[config.mk]
export PLATFORM = sky130hd
export DESIGN_NAME = ebc_ctrl
export DESIGN_NICKNAME = d
export VERILOG_FILES = /design/src/rtl/ebc_pkg.sv /design/src/rtl/ebc_ctrl.sv
export VERILOG_INCLUDE_DIRS = /design/src /design/src/rtl
export SDC_FILE = /design/constraint.sdc
export NUM_CORES = 1
export LEC_CHECK = 0
export BUFFER_PORTS_ARGS = -buffer_cell sky130_fd_sc_hd__buf_2
export CAP_MARGIN = 20
export CORE_UTILIZATION = 50
export DETAILED_ROUTE_END_ITERATION = 6
export PLACE_DENSITY = 0.78
export SLEW_MARGIN = 25
export SYNTH_ARGS = -nofsm -noshare
export SYNTH_HDL_FRONTEND = slang
export SYNTH_SLANG_ARGS = --single-unit
[constraint.sdc]
create_clock -name CORE_CLK_I -period 4.37 [get_ports CORE_CLK_I]
set_clock_uncertainty 0.2 [all_clocks]
set_input_delay 0.6555 -clock CORE_CLK_I [delete_from_list [all_inputs] [get_ports CORE_CLK_I]]
set_output_delay 0.6555 -clock CORE_CLK_I [all_outputs]
set_load 0.01 [all_outputs]
[src/rtl/ebc_consts.svh]
// Encodings and constants of the external bus cycle controller
`ifndef EBC_CONSTS_SVH
`define EBC_CONSTS_SVH
// Access sizes, port widths and transfer-size pin codes share one encoding
`define EBC_SZ_LONG 2'h0
`define EBC_SZ_BYTE 2'h1
`define EBC_SZ_WORD 2'h2
// Request targets
`define EBC_TGT_EXT 2'h0
`define EBC_TGT_PERIPH 2'h1
`define EBC_TGT_ONCHIP 2'h2
`define EBC_TGT_SDRAM 2'h3
// Active byte lanes, upper lane in bit 1
`define EBC_LANE_BOTH 2'h3
`define EBC_LANE_UP 2'h2
`define EBC_LANE_LOW 2'h1
`define EBC_LANE_IDLE 2'h3
// Remaining beat counts after the first beat
`define EBC_BEATS_1 2'h0
`define EBC_BEATS_2 2'h1
`define EBC_BEATS_4 2'h3
// Address steps per beat
`define EBC_STEP_8 24'h000001
`define EBC_STEP_16 24'h000002
// Chip select indices shared with the SDRAM selects
`define EBC_SDCS_LO 2
`define EBC_SDCS_HI 3
`endif

[src/rtl/ebc_pkg.sv]
// Types of the external bus cycle controller
package ebc_pkg;
  typedef enum logic [1:0] {EBC_IDLE = 2'b00, EBC_BEAT = 2'b01, EBC_INT = 2'b10} ebc_state_e;
  typedef struct packed {
    logic [31:0] addr;
    logic [31:0] wdata;
    logic write;
    logic [1:0] size;
    logic [1:0] target;
    logic [2:0] cs;
  } ebc_req_s;
  typedef struct packed {
    logic done;
    logic err;
    logic [31:0] rdata;
  } ebc_rsp_s;
endpackage

[src/rtl/ebc_ctrl.sv]
// External bus cycle controller: strobes, selects, sizing and termination
`timescale 1ns/100ps
`include "ebc_consts.svh"
module ebc_ctrl #(
  parameter int N_CS = 8,
  parameter int ADDR_W = 24
) (
  input wire logic CORE_CLK_I,
  input wire logic RESET_N_I,
  input wire logic REQ_VALID_I,
  input wire ebc_pkg::ebc_req_s REQ_I,
  output logic REQ_READY_O,
  output ebc_pkg::ebc_rsp_s RSP_O,
  input wire logic [N_CS-1:0][1:0] CS_WIDTH_I,
  input wire logic SDRAM_MODE_I,
  output logic [ADDR_W-1:0] A_O,
  input wire logic [15:0] D_I,
  output logic [15:0] D_O,
  output logic D_OE_O,
  output logic [1:0] BS_O,
  output logic OE_N_O,
  output logic RW_O,
  input wire logic TA_N_I,
  input wire logic TEA_N_I,
  input wire logic [1:0] TSIZ_I,
  output logic [1:0] TSIZ_O,
  output logic TSIZ_OE_O,
  output logic TS_N_O,
  output logic TIP_N_O,
  output logic [N_CS-1:0] CS_N_O,
  output logic [1:0] SDCS_N_O
);
  import ebc_pkg::*;

  // ==========================================
  // Parameter checks
  initial
  begin
    if (N_CS < 4 || N_CS > 8 || ADDR_W < 2 || ADDR_W > 32)
    begin
      $error("ebc_ctrl: unsupported N_CS or ADDR_W");
    end
  end

  // ==========================================
  // State
  ebc_state_e st_q, st_d;
  logic [1:0] beats_q, beats_d;
  logic bb8_q, bb8_d;
  logic byte_q, byte_d;
  logic lane_q, lane_d;
  logic wr_q, wr_d;
  logic [1:0] tgt_q, tgt_d;
  logic [2:0] cs_q, cs_d;
  logic [ADDR_W-1:0] addr_q, addr_d;
  logic [31:0] wd_q, wd_d;
  logic [31:0] rd_q, rd_d;
  logic [1:0] boot_w_q;
  logic launch;
  logic [1:0] width;
  // Pin registers
  logic ts_n_q, ts_n_d, tip_n_q, tip_n_d, oe_n_q, oe_n_d, rw_q, rw_d;
  logic [1:0] bs_q, bs_d, lanes, tsiz_q, tsiz_d, sdcs_n_q, sdcs_n_d;
  logic [15:0] do_q, do_d;
  logic doe_q, doe_d, ready_q, ready_d;
  logic [N_CS-1:0] cs_n_q, cs_hit;
  ebc_rsp_s rsp_q, rsp_d;

  // ==========================================
  // Chip select decode
  // One select per device, SDRAM reuse
  for (genvar i = 0; i < N_CS; i++)
  begin : g_cs
    assign cs_hit[i] = (st_d == EBC_BEAT) && (tgt_d == `EBC_TGT_EXT) && (cs_d == 3'(i)) &&
                       !(SDRAM_MODE_I && (i == `EBC_SDCS_LO || i == `EBC_SDCS_HI));
  end

  // ==========================================
  // Next state
  always_comb
  begin
    st_d = st_q;
    beats_d = beats_q;
    bb8_d = bb8_q;
    byte_d = byte_q;
    lane_d = lane_q;
    wr_d = wr_q;
    tgt_d = tgt_q;
    cs_d = cs_q;
    addr_d = addr_q;
    wd_d = wd_q;
    rd_d = rd_q;
    launch = 1'b0;
    rsp_d = rsp_q;
    rsp_d.done = 1'b0;
    rsp_d.err = 1'b0;
    width = (REQ_I.cs == 3'h0) ? boot_w_q : CS_WIDTH_I[REQ_I.cs];
    case (st_q)
      EBC_IDLE:
      begin
        if (REQ_VALID_I && ready_q)
        begin
          wr_d = REQ_I.write;
          tgt_d = REQ_I.target;
          cs_d = REQ_I.cs;
          // Low address bits drive the pins
          addr_d = REQ_I.addr[ADDR_W-1:0];
          lane_d = REQ_I.addr[0];
          byte_d = (REQ_I.size == `EBC_SZ_BYTE);
          // SDRAM is always a 16-bit port
          bb8_d = (width == `EBC_SZ_BYTE) && (REQ_I.target != `EBC_TGT_SDRAM);
          rd_d = 32'h0;
          // Dynamic sizing into 8- or 16-bit beats
          case (REQ_I.size)
            `EBC_SZ_BYTE:
            begin
              beats_d = `EBC_BEATS_1;
              wd_d = {REQ_I.wdata[7:0], 24'h0};
            end
            `EBC_SZ_WORD:
            begin
              beats_d = bb8_d ? `EBC_BEATS_2 : `EBC_BEATS_1;
              wd_d = {REQ_I.wdata[15:0], 16'h0};
            end
            default:
            begin
              beats_d = bb8_d ? `EBC_BEATS_4 : `EBC_BEATS_2;
              wd_d = REQ_I.wdata;
            end
          endcase
          if (REQ_I.target == `EBC_TGT_EXT || REQ_I.target == `EBC_TGT_SDRAM)
          begin
            st_d = EBC_BEAT;
            launch = 1'b1;
          end
          else
          begin
            st_d = EBC_INT;
          end
        end
      end
      EBC_INT:
      begin
        // On-chip targets finish in one internal cycle
        rsp_d.done = 1'b1;
        st_d = EBC_IDLE;
      end
      EBC_BEAT:
      begin
        // Error wins over acknowledge, rest abandoned
        if (!TEA_N_I)
        begin
          rsp_d.done = 1'b1;
          rsp_d.err = 1'b1;
          st_d = EBC_IDLE;
        end
        else if (!TA_N_I)
        begin
          if (!wr_q)
          begin
            if (bb8_q)
            begin
              rd_d = {rd_q[23:0], D_I[15:8]};
            end
            else if (byte_q)
            begin
              rd_d = {24'h0, lane_q ? D_I[7:0] : D_I[15:8]};
            end
            else
            begin
              rd_d = {rd_q[15:0], D_I};
            end
          end
          if (beats_q != `EBC_BEATS_1)
          begin
            beats_d = beats_q - 2'h1;
            addr_d = addr_q + ADDR_W'(bb8_q ? `EBC_STEP_8 : `EBC_STEP_16);
            wd_d = bb8_q ? {wd_q[23:0], 8'h0} : {wd_q[15:0], 16'h0};
            launch = 1'b1;
          end
          else
          begin
            rsp_d.done = 1'b1;
            st_d = EBC_IDLE;
          end
        end
      end
      default:
      begin
        st_d = EBC_IDLE;
      end
    endcase
    rsp_d.rdata = rd_d;
  end

  // ==========================================
  // Pin values
  always_comb
  begin
    ready_d = (st_d == EBC_IDLE);
    // Start low only in a launch cycle
    ts_n_d = !launch;
    tip_n_d = (st_d != EBC_BEAT);
    // External drive allowed on reads only
    oe_n_d = !((st_d == EBC_BEAT) && !wr_d);
    // High read, low write, SDRAM alike
    rw_d = (st_d == EBC_BEAT) ? !wr_d : 1'b1;
    // Upper lane holds the lower address byte
    if (bb8_d)
    begin
      lanes = `EBC_LANE_UP;
    end
    else if (byte_d)
    begin
      lanes = lane_d ? `EBC_LANE_LOW : `EBC_LANE_UP;
    end
    else
    begin
      lanes = `EBC_LANE_BOTH;
    end
    // Peripheral strobes yes, on-chip SRAM none
    if ((st_d == EBC_BEAT) || (st_d == EBC_INT && tgt_d == `EBC_TGT_PERIPH))
    begin
      bs_d = (tgt_d == `EBC_TGT_SDRAM) ? lanes : ~lanes;
    end
    else
    begin
      bs_d = `EBC_LANE_IDLE;
    end
    // Write data on the 16 lines
    doe_d = (st_d == EBC_BEAT) && wr_d;
    do_d = (bb8_d || byte_d) ? {wd_d[31:24], wd_d[31:24]} : wd_d[31:16];
    tsiz_d = (st_d == EBC_BEAT) ? ((bb8_d || byte_d) ? `EBC_SZ_BYTE : `EBC_SZ_WORD) : tsiz_q;
    // SDRAM selects follow the low select bit
    sdcs_n_d = 2'h3;
    if ((st_d == EBC_BEAT) && (tgt_d == `EBC_TGT_SDRAM))
    begin
      sdcs_n_d[cs_d[0]] = 1'b0;
    end
  end

  // ==========================================
  // Registers
  always_ff @(posedge CORE_CLK_I)
  begin
    if (!RESET_N_I)
    begin
      st_q <= EBC_IDLE;
      beats_q <= `EBC_BEATS_1;
      bb8_q <= 1'b0;
      byte_q <= 1'b0;
      lane_q <= 1'b0;
      wr_q <= 1'b0;
      tgt_q <= `EBC_TGT_EXT;
      cs_q <= 3'h0;
      addr_q <= '0;
      wd_q <= 32'h0;
      rd_q <= 32'h0;
      // Size pins read as strap while in reset
      boot_w_q <= TSIZ_I;
      ts_n_q <= 1'b1;
      tip_n_q <= 1'b1;
      oe_n_q <= 1'b1;
      rw_q <= 1'b1;
      bs_q <= `EBC_LANE_IDLE;
      tsiz_q <= `EBC_SZ_LONG;
      sdcs_n_q <= 2'h3;
      do_q <= 16'h0;
      doe_q <= 1'b0;
      ready_q <= 1'b0;
      cs_n_q <= '1;
      rsp_q <= '0;
    end
    else
    begin
      st_q <= st_d;
      beats_q <= beats_d;
      bb8_q <= bb8_d;
      byte_q <= byte_d;
      lane_q <= lane_d;
      wr_q <= wr_d;
      tgt_q <= tgt_d;
      cs_q <= cs_d;
      addr_q <= addr_d;
      wd_q <= wd_d;
      rd_q <= rd_d;
      ts_n_q <= ts_n_d;
      tip_n_q <= tip_n_d;
      oe_n_q <= oe_n_d;
      rw_q <= rw_d;
      bs_q <= bs_d;
      tsiz_q <= tsiz_d;
      sdcs_n_q <= sdcs_n_d;
      do_q <= do_d;
      doe_q <= doe_d;
      ready_q <= ready_d;
      cs_n_q <= ~cs_hit;
      rsp_q <= rsp_d;
    end
  end

  // Size pins float in reset so the strap can be read
  logic tsiz_oe_q;
  always_ff @(posedge CORE_CLK_I)
  begin
    tsiz_oe_q <= RESET_N_I;
  end

  assign REQ_READY_O = ready_q;
  assign RSP_O = rsp_q;
  assign A_O = addr_q;
  assign D_O = do_q;
  assign D_OE_O = doe_q;
  assign BS_O = bs_q;
  assign OE_N_O = oe_n_q;
  assign RW_O = rw_q;
  assign TSIZ_O = tsiz_q;
  assign TSIZ_OE_O = tsiz_oe_q;
  assign TS_N_O = ts_n_q;
  assign TIP_N_O = tip_n_q;
  assign CS_N_O = cs_n_q;
  assign SDCS_N_O = sdcs_n_q;
endmodule

### Word-level counts from Yosys, hierarchy flattened

Index checks and enable logic that the tools add are counted.

| operators by class | value |
|---|---|
| bitwise logic cells | 3 |
| add/sub/neg operators | 2 |
| reduce and logical (&&, ||, !) cells | 39 |
| $lt $le $gt $ge | 3 |
| mux-type cells | 69 |
| equal/unequal tests | 24 |

Operator list:

| cell | number |
|---|---|
| 32-bit 2-to-1 mux | 11 |
| 32-bit one-hot mux with 2 select lines | 3 |
| 24-bit 2-to-1 mux | 4 |
| 24-bit one-hot mux with 2 select lines | 1 |
| 2-bit 2-to-1 mux | 20 |
| 24-bit by 2-bit adder with 24-bit output | 1 |
| 1-bit 2-to-1 mux | 19 |
| 1-bit logical AND | 18 |
| 8-bit 2-to-1 mux | 2 |
| 3-bit == test (second input constant) | 4 |
| 2-bit != test (second input constant) | 6 |
| 2-bit one-hot mux with 2 select lines | 3 |
| 2-bit by 1-bit == test with 1-bit output (second input constant) | 5 |
| 2-bit == test (second input constant) | 5 |
| 5-bit AND reduction | 2 |
| 2-bit logical NOT | 4 |
| 8-bit NOT | 1 |
| 2-bit AND reduction | 4 |
| 2-bit binary-select mux with 3-bit select | 1 |
| 3-bit by 2-bit == test with 1-bit output (second input constant) | 2 |
| 3-bit logical NOT | 2 |
| 3-bit 2-to-1 mux | 2 |
| 1-bit logical NOT | 4 |
| 3-bit by 4-bit < comparator with 1-bit output (second input constant) | 1 |
| other kinds (10) | 15 |

| storage, ports and cells | value |
|---|---|
| bits of input ports | 112 |
| output and inout port bits | 95 |
| register bits after elaboration | 142 |

### Logic depth before layout (Yosys ltp)

Gate-level depths: netlist (run 1).

| depth | value |
|---|---|
| depth in word-level cells | 10 |
| depth in mapped cells | 10 |
| mapped depth without buffers | 8 |

### Worst setup path before layout (run 1)

OpenSTA, ideal clock, no wires.

| path | value |
|---|---|
| path kind | reg-to-reg |
| start point | reg bb8_q |
| end point | reg addr_q[17], in the netlist A_O[17] |
| clock period less this slack | 2546 ps |
| stages on the path, launching flop included | 11 |
| slack | 1824 ps |
| data arrival time | 2227 ps |
| path through | dfxtp_1 -> clkbuf_1 -> buf_2 -> inv_1 -> ha_1 -> a21oi_1 -> nor4_1 -> buf_2 -> nand4_1 -> o21a_1 -> o221a_2 |

| on the way | value |
|---|---|
| longest elaborated chain between the ends | 6 |

Ends and longest elaborated chain:

| item | line | RTL |
|---|---|---|
| from (decl) | ebc_ctrl.sv:49 | `logic bb8_q, bb8_d;` |
| from (signal assigned) | ebc_ctrl.sv:250 | `bb8_q <= 1'b0;` |
| from (signal assigned) | ebc_ctrl.sv:278 | `bb8_q <= bb8_d;` |
| 2-bit 2-to-1 mux (no source line) | - |  |
| 24-bit by 2-bit adder with 24-bit output | ebc_ctrl.sv:177 | `` addr_d = addr_q + ADDR_W'(bb8_q ? `EBC_STEP_8 : `EBC_STEP_16); `` |
| 24-bit 2-to-1 mux | ebc_ctrl.sv:174 | `` if (beats_q != `EBC_BEATS_1) `` |
| 24-bit 2-to-1 mux | ebc_ctrl.sv:157 | `else if (!TA_N_I)` |
| 24-bit 2-to-1 mux | ebc_ctrl.sv:151 | `if (!TEA_N_I)` |
| 24-bit one-hot mux with 2 select lines | ebc_ctrl.sv:98 | `case (st_q)` |
| to (signal assigned) | ebc_ctrl.sv:284 | `addr_q <= addr_d;` |
| to (decl) | ebc_ctrl.sv:55 | `logic [ADDR_W-1:0] addr_q, addr_d;` |

No other way between the ends. The select of a mux whose other input is x is not followed.
A chain may end at the register's enable or synchronous reset.

### Final worst setup path (run 1)

| path | value |
|---|---|
| start point | reg st_q[1] |
| end point | reg addr_q[16], in the netlist A_O[16] |

| on the way | value |
|---|---|
| longest elaborated chain between the ends | 3 |

Ends and longest elaborated chain:

| item | line | RTL |
|---|---|---|
| from (decl) | ebc_ctrl.sv:47 | `ebc_state_e st_q, st_d;` |
| from (signal assigned) | ebc_ctrl.sv:276 | `st_q <= st_d;` |
| 2-bit by 1-bit == test with 1-bit output or 2-bit logical NOT (tied branches) | ebc_ctrl.sv:98 |  |
| 2-bit != test (no source line) or 2-bit nonzero test (tied branches) | - |  |
| 5-bit AND reduction (no source line) | - |  |

Parallel ways exist; a longest one is shown, timed or not.

==> flow_summary.json, run 1 <==
{
  "clkSinkCount": 134,
  "clock_path_buffers": 2,
  "antenna_found_initial": 0,
  "end_kind": "register",
  "die_h_um": 120,
  "ant_nets": 0,
  "hold_path.startpoint": "TSIZ_I[0]",
  "htreeDepth": 4,
  "arrival_ns": 3.30,
  "fill_cells": 1219,
  "regToRegSetupSlack_ns": 1.17,
  "ys_warn_count": 0,
  "avgSynthCellArea_sq_um": 8.25,
  "final.setup.tns_ns": 0,
  "ys_seq_area_share_pct": 39.1,
  "holdPathStages": 1,
  "reg2reg_to": "A_O[16]",
  "post-route-period-util_pct": 73.2,
  "slowest_stage": "o221ai_4",
  "setup_viol": 0,
  "root_buffer": "clkbuf_16",
  "synth-edff-count": 2,
  "wl_mm": 18.8,
  "io_pins": 207,
  "crit_type": "reg2reg",
  "rsz0062_at_grt": "no",
  "hpwl_mm": 12.4,
  "fin_nets": 1109,
  "syn-num-nets": 960,
  "drive_gt1_share_pct": 27.7,
  "tightest_slew_ns": 0.944,
  "hold_path_class": "in2reg",
  "layout_commonest_cell": "buf_2",
  "drv_cap": 0,
  "max_freq_ghz": 0.312,
  "final_cell_mix": "buf_2, dfxtp_1, nand2_1",
  "irDropWorstVdd_uv": 430,
  "area_growth_pct": 21.3,
  "via_count": 6805,
  "grt_usage_pct": 26.1,
  "synthFlopType": "dfxtp_1",
  "core_area_sq_um": 13300,
  "drv_slew": 0,
  "hold_viol": 0,
  "synthCells": 838,
  "cts_resized": 0,
  "clk_latency_ns": 0.41,
  "drt_iter0_markers": 550,
  "path_clk_slew_ns": 0.06,
  "critical_path_peak_fanout": 74,
  "n_antenna_cell": 0,
  "grt_pass1_vias": 5929,
  "cts_hold_buffers": 0,
  "numPortBuffers": 196,
  "crit_buf_inv": 4,
  "die-area_sq_um": 14300,
  "drt_pass1_iterations": 5,
  "vias_per_cell": 5.80,
  "gp_congestion": 0.824,
  "slowest_delay_ns": 0.62,
  "rr_worst_depth": 8,
  "async_flop_share_pct": 0,
  "cts_buffers": 17,
  "power_density_nw_per_um2": 381,
  "die_x_um": 120,
  "grt_overflow": 0,
  "crit_chain": "inv_1 > ha_2 > buf_4 > inv_1 > o221ai_4 > buf_4 > a21oi_1 > o221a_2",
  "synth_area_sq_um": 6920,
  "status": "complete, no violations",
  "power_leakage_uw": 0.00336,
  "drc": 0,
  "required_ns": 4.47,
  "wl_per_cell_um": 16.0,
  "post_cts_buffers": 0,
  "min_to": "boot_w_q[0]",
  "grt_max_degree": 75,
  "fin_ws_ns": 1.17,
  "dp_slack_ns": 1.20,
  "synth_cell_type_count": 64,
  "slew_headroom_pct": 37.1,
  "finalCriticalPeriod_ns": 3.20,
  "crit_family": "buffers and inverters",
  "synth-seq-cells": 134,
  "tritoncts": "done",
  "r2r_start": "st_q[1]",
  "start_util_pct": 51.8,
  "grt_pass1_wl_mm": 29.9,
  "placementRows": 42,
  "start_kind": "register"
}
## sequential cells by signal, indices dropped and copies added, names as in the netlist, 2 cells and up
signal    flops
CS_N_O        8
TSIZ_O        2
boot_w_q      2
wd_q         32
cs_q          3
RSP_O        34
SDCS_N_O      2
D_O           8
BS_O          2
A_O          24
st_q          2
tgt_q         2
beats_q       2
## metal layers
| layer | up-vias | wire, um | part of all wire (%) | GRT usage [%] |
|---|---|---|---|---|
| met2 | 265 | 8690 | 46 | 40.9 |
| met4 | 0 | 370 | 2.0 | 9.61 |
| met5 | - | 0 | 0 | 0 |
| met1 | 3165 | 8550 | 46 | 35.2 |
| met3 | 31 | 1140 | 6.1 | 5.47 |
| li1 | 3344 | - | - | - |
## how the worst max path moves through the flow
stage                  from  endpoint  cells after the start
finish              st_q[1]   A_O[16]                      8
global route        st_q[1]   A_O[15]                      8
CTS                 st_q[1]   A_O[16]                      8
detailed placement  st_q[1]   A_O[16]                      8
global placement    st_q[1]   A_O[15]                      8
floorplan             bb8_q   A_O[17]                     10
## cells in the mapped netlist, drive strengths merged (17+ instances only)
cell,count,area share [%]
clkbuf,48,2.6
o211ai,18,2.0
dfxtp,132,38
nor3b,19,2.2
a31oi,17,1.5
mux2,17,3.2
o21ai,32,2.3
nor3,18,1.4
a21oi,79,5.7
nand3,35,2.5
nand2,111,6.0
a22oi,26,2.8
nor2,63,3.5
mux2i,25,3.6
buf,29,2.5
a2bb2oi,18,2.3
## cell families after synthesis
logic type	share of synthesized area, %
adders and majority gates	1.92
AOI/OAI and AO/OA	23.5
muxes	7.47
DFF	39.1
buffers and inverters	5.95
and+or+nand+nor	22.1
## through the flow
stage | cells | hold slack (ns) | total power [uW] | area, sq um | utilization, %
floorplan | 838 | 0.244 | 1780 | 6920 | -
finish | 1173 | 0.214 | 3190 | 8390 | 62.8
global placement | 1144 | 0.256 | 1960 | 7870 | 59.0
global route | 1173 | 0.199 | 3330 | 8390 | 62.8
CTS | 1173 | 0.199 | 3210 | 8380 | 62.8
detailed placement | 1144 | 0.258 | 1970 | 7870 | 59.0
## power by group
part	total [uW]	switching (uW)	leakage, uW	internal, uW
registers	1370	71.5	0.00109	1300
logic	578	344	0.00202	235
clock network	1250	490	0.000252	755
total	3190	905	0.00336	2290
## area by class of cell
class	instances	area, sq um	area share, %
sequential	134	2700	32.2
clock buffer	24	482	5.74
timing repair buffer	207	1060	12.7
clock inverter	5	27.5	0.328
multi-input combinational	612	3830	45.7
inverter	15	56.3	0.671
tap	176	220	2.63
(Power assumes the default switching activity.)
==> run 2: changes to the inputs <==
==> constraint.sdc (replaced) <==
create_clock -name CORE_CLK_I -period 3.22 [get_ports CORE_CLK_I]
set_clock_uncertainty 0.2 [all_clocks]
set_input_delay 0.483 -clock CORE_CLK_I [delete_from_list [all_inputs] [get_ports CORE_CLK_I]]
set_output_delay 0.483 -clock CORE_CLK_I [all_outputs]
set_load 0.01 [all_outputs]
==> flow_summary.json, run 2 (synthesis results as in run 1) <==
{
  "status": "complete, no violations",
  "slew_headroom_pct": 35.6,
  "drc": 0,
  "start_kind": "register",
  "finalCriticalPeriod_ns": 2.74,
  "n_antenna_cell": 0,
  "largest_reg_flops": 34,
  "ant_nets": 0,
  "path_clk_slew_ns": 0.06,
  "die_x_um": 120,
  "tightest_slew_ns": 0.966,
  "numPortBuffers": 196,
  "drt_pass1_iterations": 5,
  "hold_viol": 0,
  "grt_max_degree": 94,
  "wl_per_cell_um": 16.0,
  "setup_viol": 0,
  "p_int_uw": 3330,
  "wl_mm": 19.0,
  "power_leakage_uw": 0.00346,
  "p_sw_share_pct": 27.7,
  "grt_overflow": 0,
  "tritoncts": "done",
  "final-seq-area_sq_um": 2700,
  "vias_per_cell": 5.75,
  "htreeDepth": 4,
  "end_kind": "register",
  "fin_util_pct": 64.2,
  "drv_cap": 0,
  "crit_type": "reg2reg",
  "p_clk_share_pct": 42.2,
  "start_util_pct": 51.8,
  "io_pins": 207,
  "switching_power_uw": 1280,
  "grt_pass1_vias": 6057,
  "drt_iter0_markers": 647,
  "antenna_found_initial": 0,
  "pwr-share-seq_pct": 40.1,
  "clkSinkCount": 134,
  "critical_path_peak_fanout": 24,
  "gp_congestion": 0.853,
  "post_cts_buffers": 0,
  "total_power_uw": 4620,
  "drv_slew": 0,
  "drive_gt1_share_pct": 28.9,
  "hold_path_class": "in2reg",
  "fin_ws_ns": 0.477,
  "rsz0062_at_grt": "no",
  "root_buffer": "clkbuf_16",
  "grt_pass1_wl_mm": 30.5,
  "fill_cells": 1189,
  "holdWs_ns": 0.0406,
  "post-route-period-util_pct": 85.2,
  "dp_slack_ns": 0.411,
  "via_count": 6830,
  "power_density_nw_per_um2": 539,
  "combPwrFrac_pct": 17.7,
  "grt_usage_pct": 26.5,
  "required_ns": 3.36,
  "hpwl_mm": 12.7,
  "placementRows": 42,
  "die-area_sq_um": 14300,
  "area_growth_pct": 23.8,
  "clock_path_buffers": 2,
  "cts_hold_buffers": 0,
  "cts_resized": 0,
  "arrival_ns": 2.88,
  "fin_nets": 1120,
  "cts_buffers": 17,
  "layout_commonest_cell": "buf_2",
  "irDropWorstVdd_uv": 383,
  "final_cell_mix": "buf_2, dfxtp_1, nand2_1",
  "max_freq_ghz": 0.365,
  "die_h_um": 120,
  "final.setup.tns_ns": 0,
  "multi_input_area_sq_um": 3830,
  "clk_latency_ns": 0.42,
  "core_area_sq_um": 13300
}
==> run 2: changes by cell type in the layout (fill, tap and decap cells not counted), sizes merged <==
cell	change
bufinv	+2
clkinvlp	+1
buf	+11
==> run 2: final cells by class <==
class                   instances  area share (%)
inverters                      15           0.657
repair buffers                218            13.5
flip-flops and latches        134            31.6
multi-input cells             612            44.7
clock inverters                 8            1.11
well taps                     176            2.57
clock buffers                  24            5.86
==> run 2: per-layer routing <==
metal,up-vias,global-route usage [%],part of all wire [%]
met3,28,5.99,6.6
li1,3360,-,-
met2,261,40.2,46
met5,-,0,0
met1,3181,37.4,46
met4,0,7.50,1.9
==> run 2: final timing paths <==
kind | startpoint | to | slack (ns) | cells after the start
worst max-delay path | st_q[1] | RSP_O[9] | 0.48 | 7
worst min-delay path | TSIZ_I[1] | boot_w_q[1] | 0.04 | 1
worst max register to register | st_q[1] | RSP_O[9] | 0.48 | 7
worst min register to register | wd_q[0] | wd_q[0] | 0.27 | 2
==> run 2: worst max-delay path, cell delays in order (launching register included) <==
cell	delay, ns
dfxtp_1	0.36
inv_1	0.10
ha_1	0.26
and3_1	0.46
nor2_2	0.12
or4_4	0.66
or2_2	0.34
a21oi_1	0.15
==> run 2: power by group through the flow <==
stage | clock network (uW) | logic, uW | registers (uW)
5_1_grt | 2040 | 900 | 1860
6_report | 1950 | 818 | 1850
3_5_place_dp | 0 | 810 | 1880
4_1_cts | 1970 | 814 | 1850
3_3_place_gp | 0 | 798 | 1880
2_1_floorplan | 0 | 528 | 1890
==> run 2: metrics by stage <==
| step | area (sq um) | cells |
|---|---|---|
| 3_3_place_gp | 7970 | 1155 |
| 6_report | 8570 | 1187 |
| 2_1_floorplan | 6920 | 838 |
| 4_1_cts | 8560 | 1187 |
| 5_1_grt | 8570 | 1187 |
| 3_5_place_dp | 7970 | 1155 |
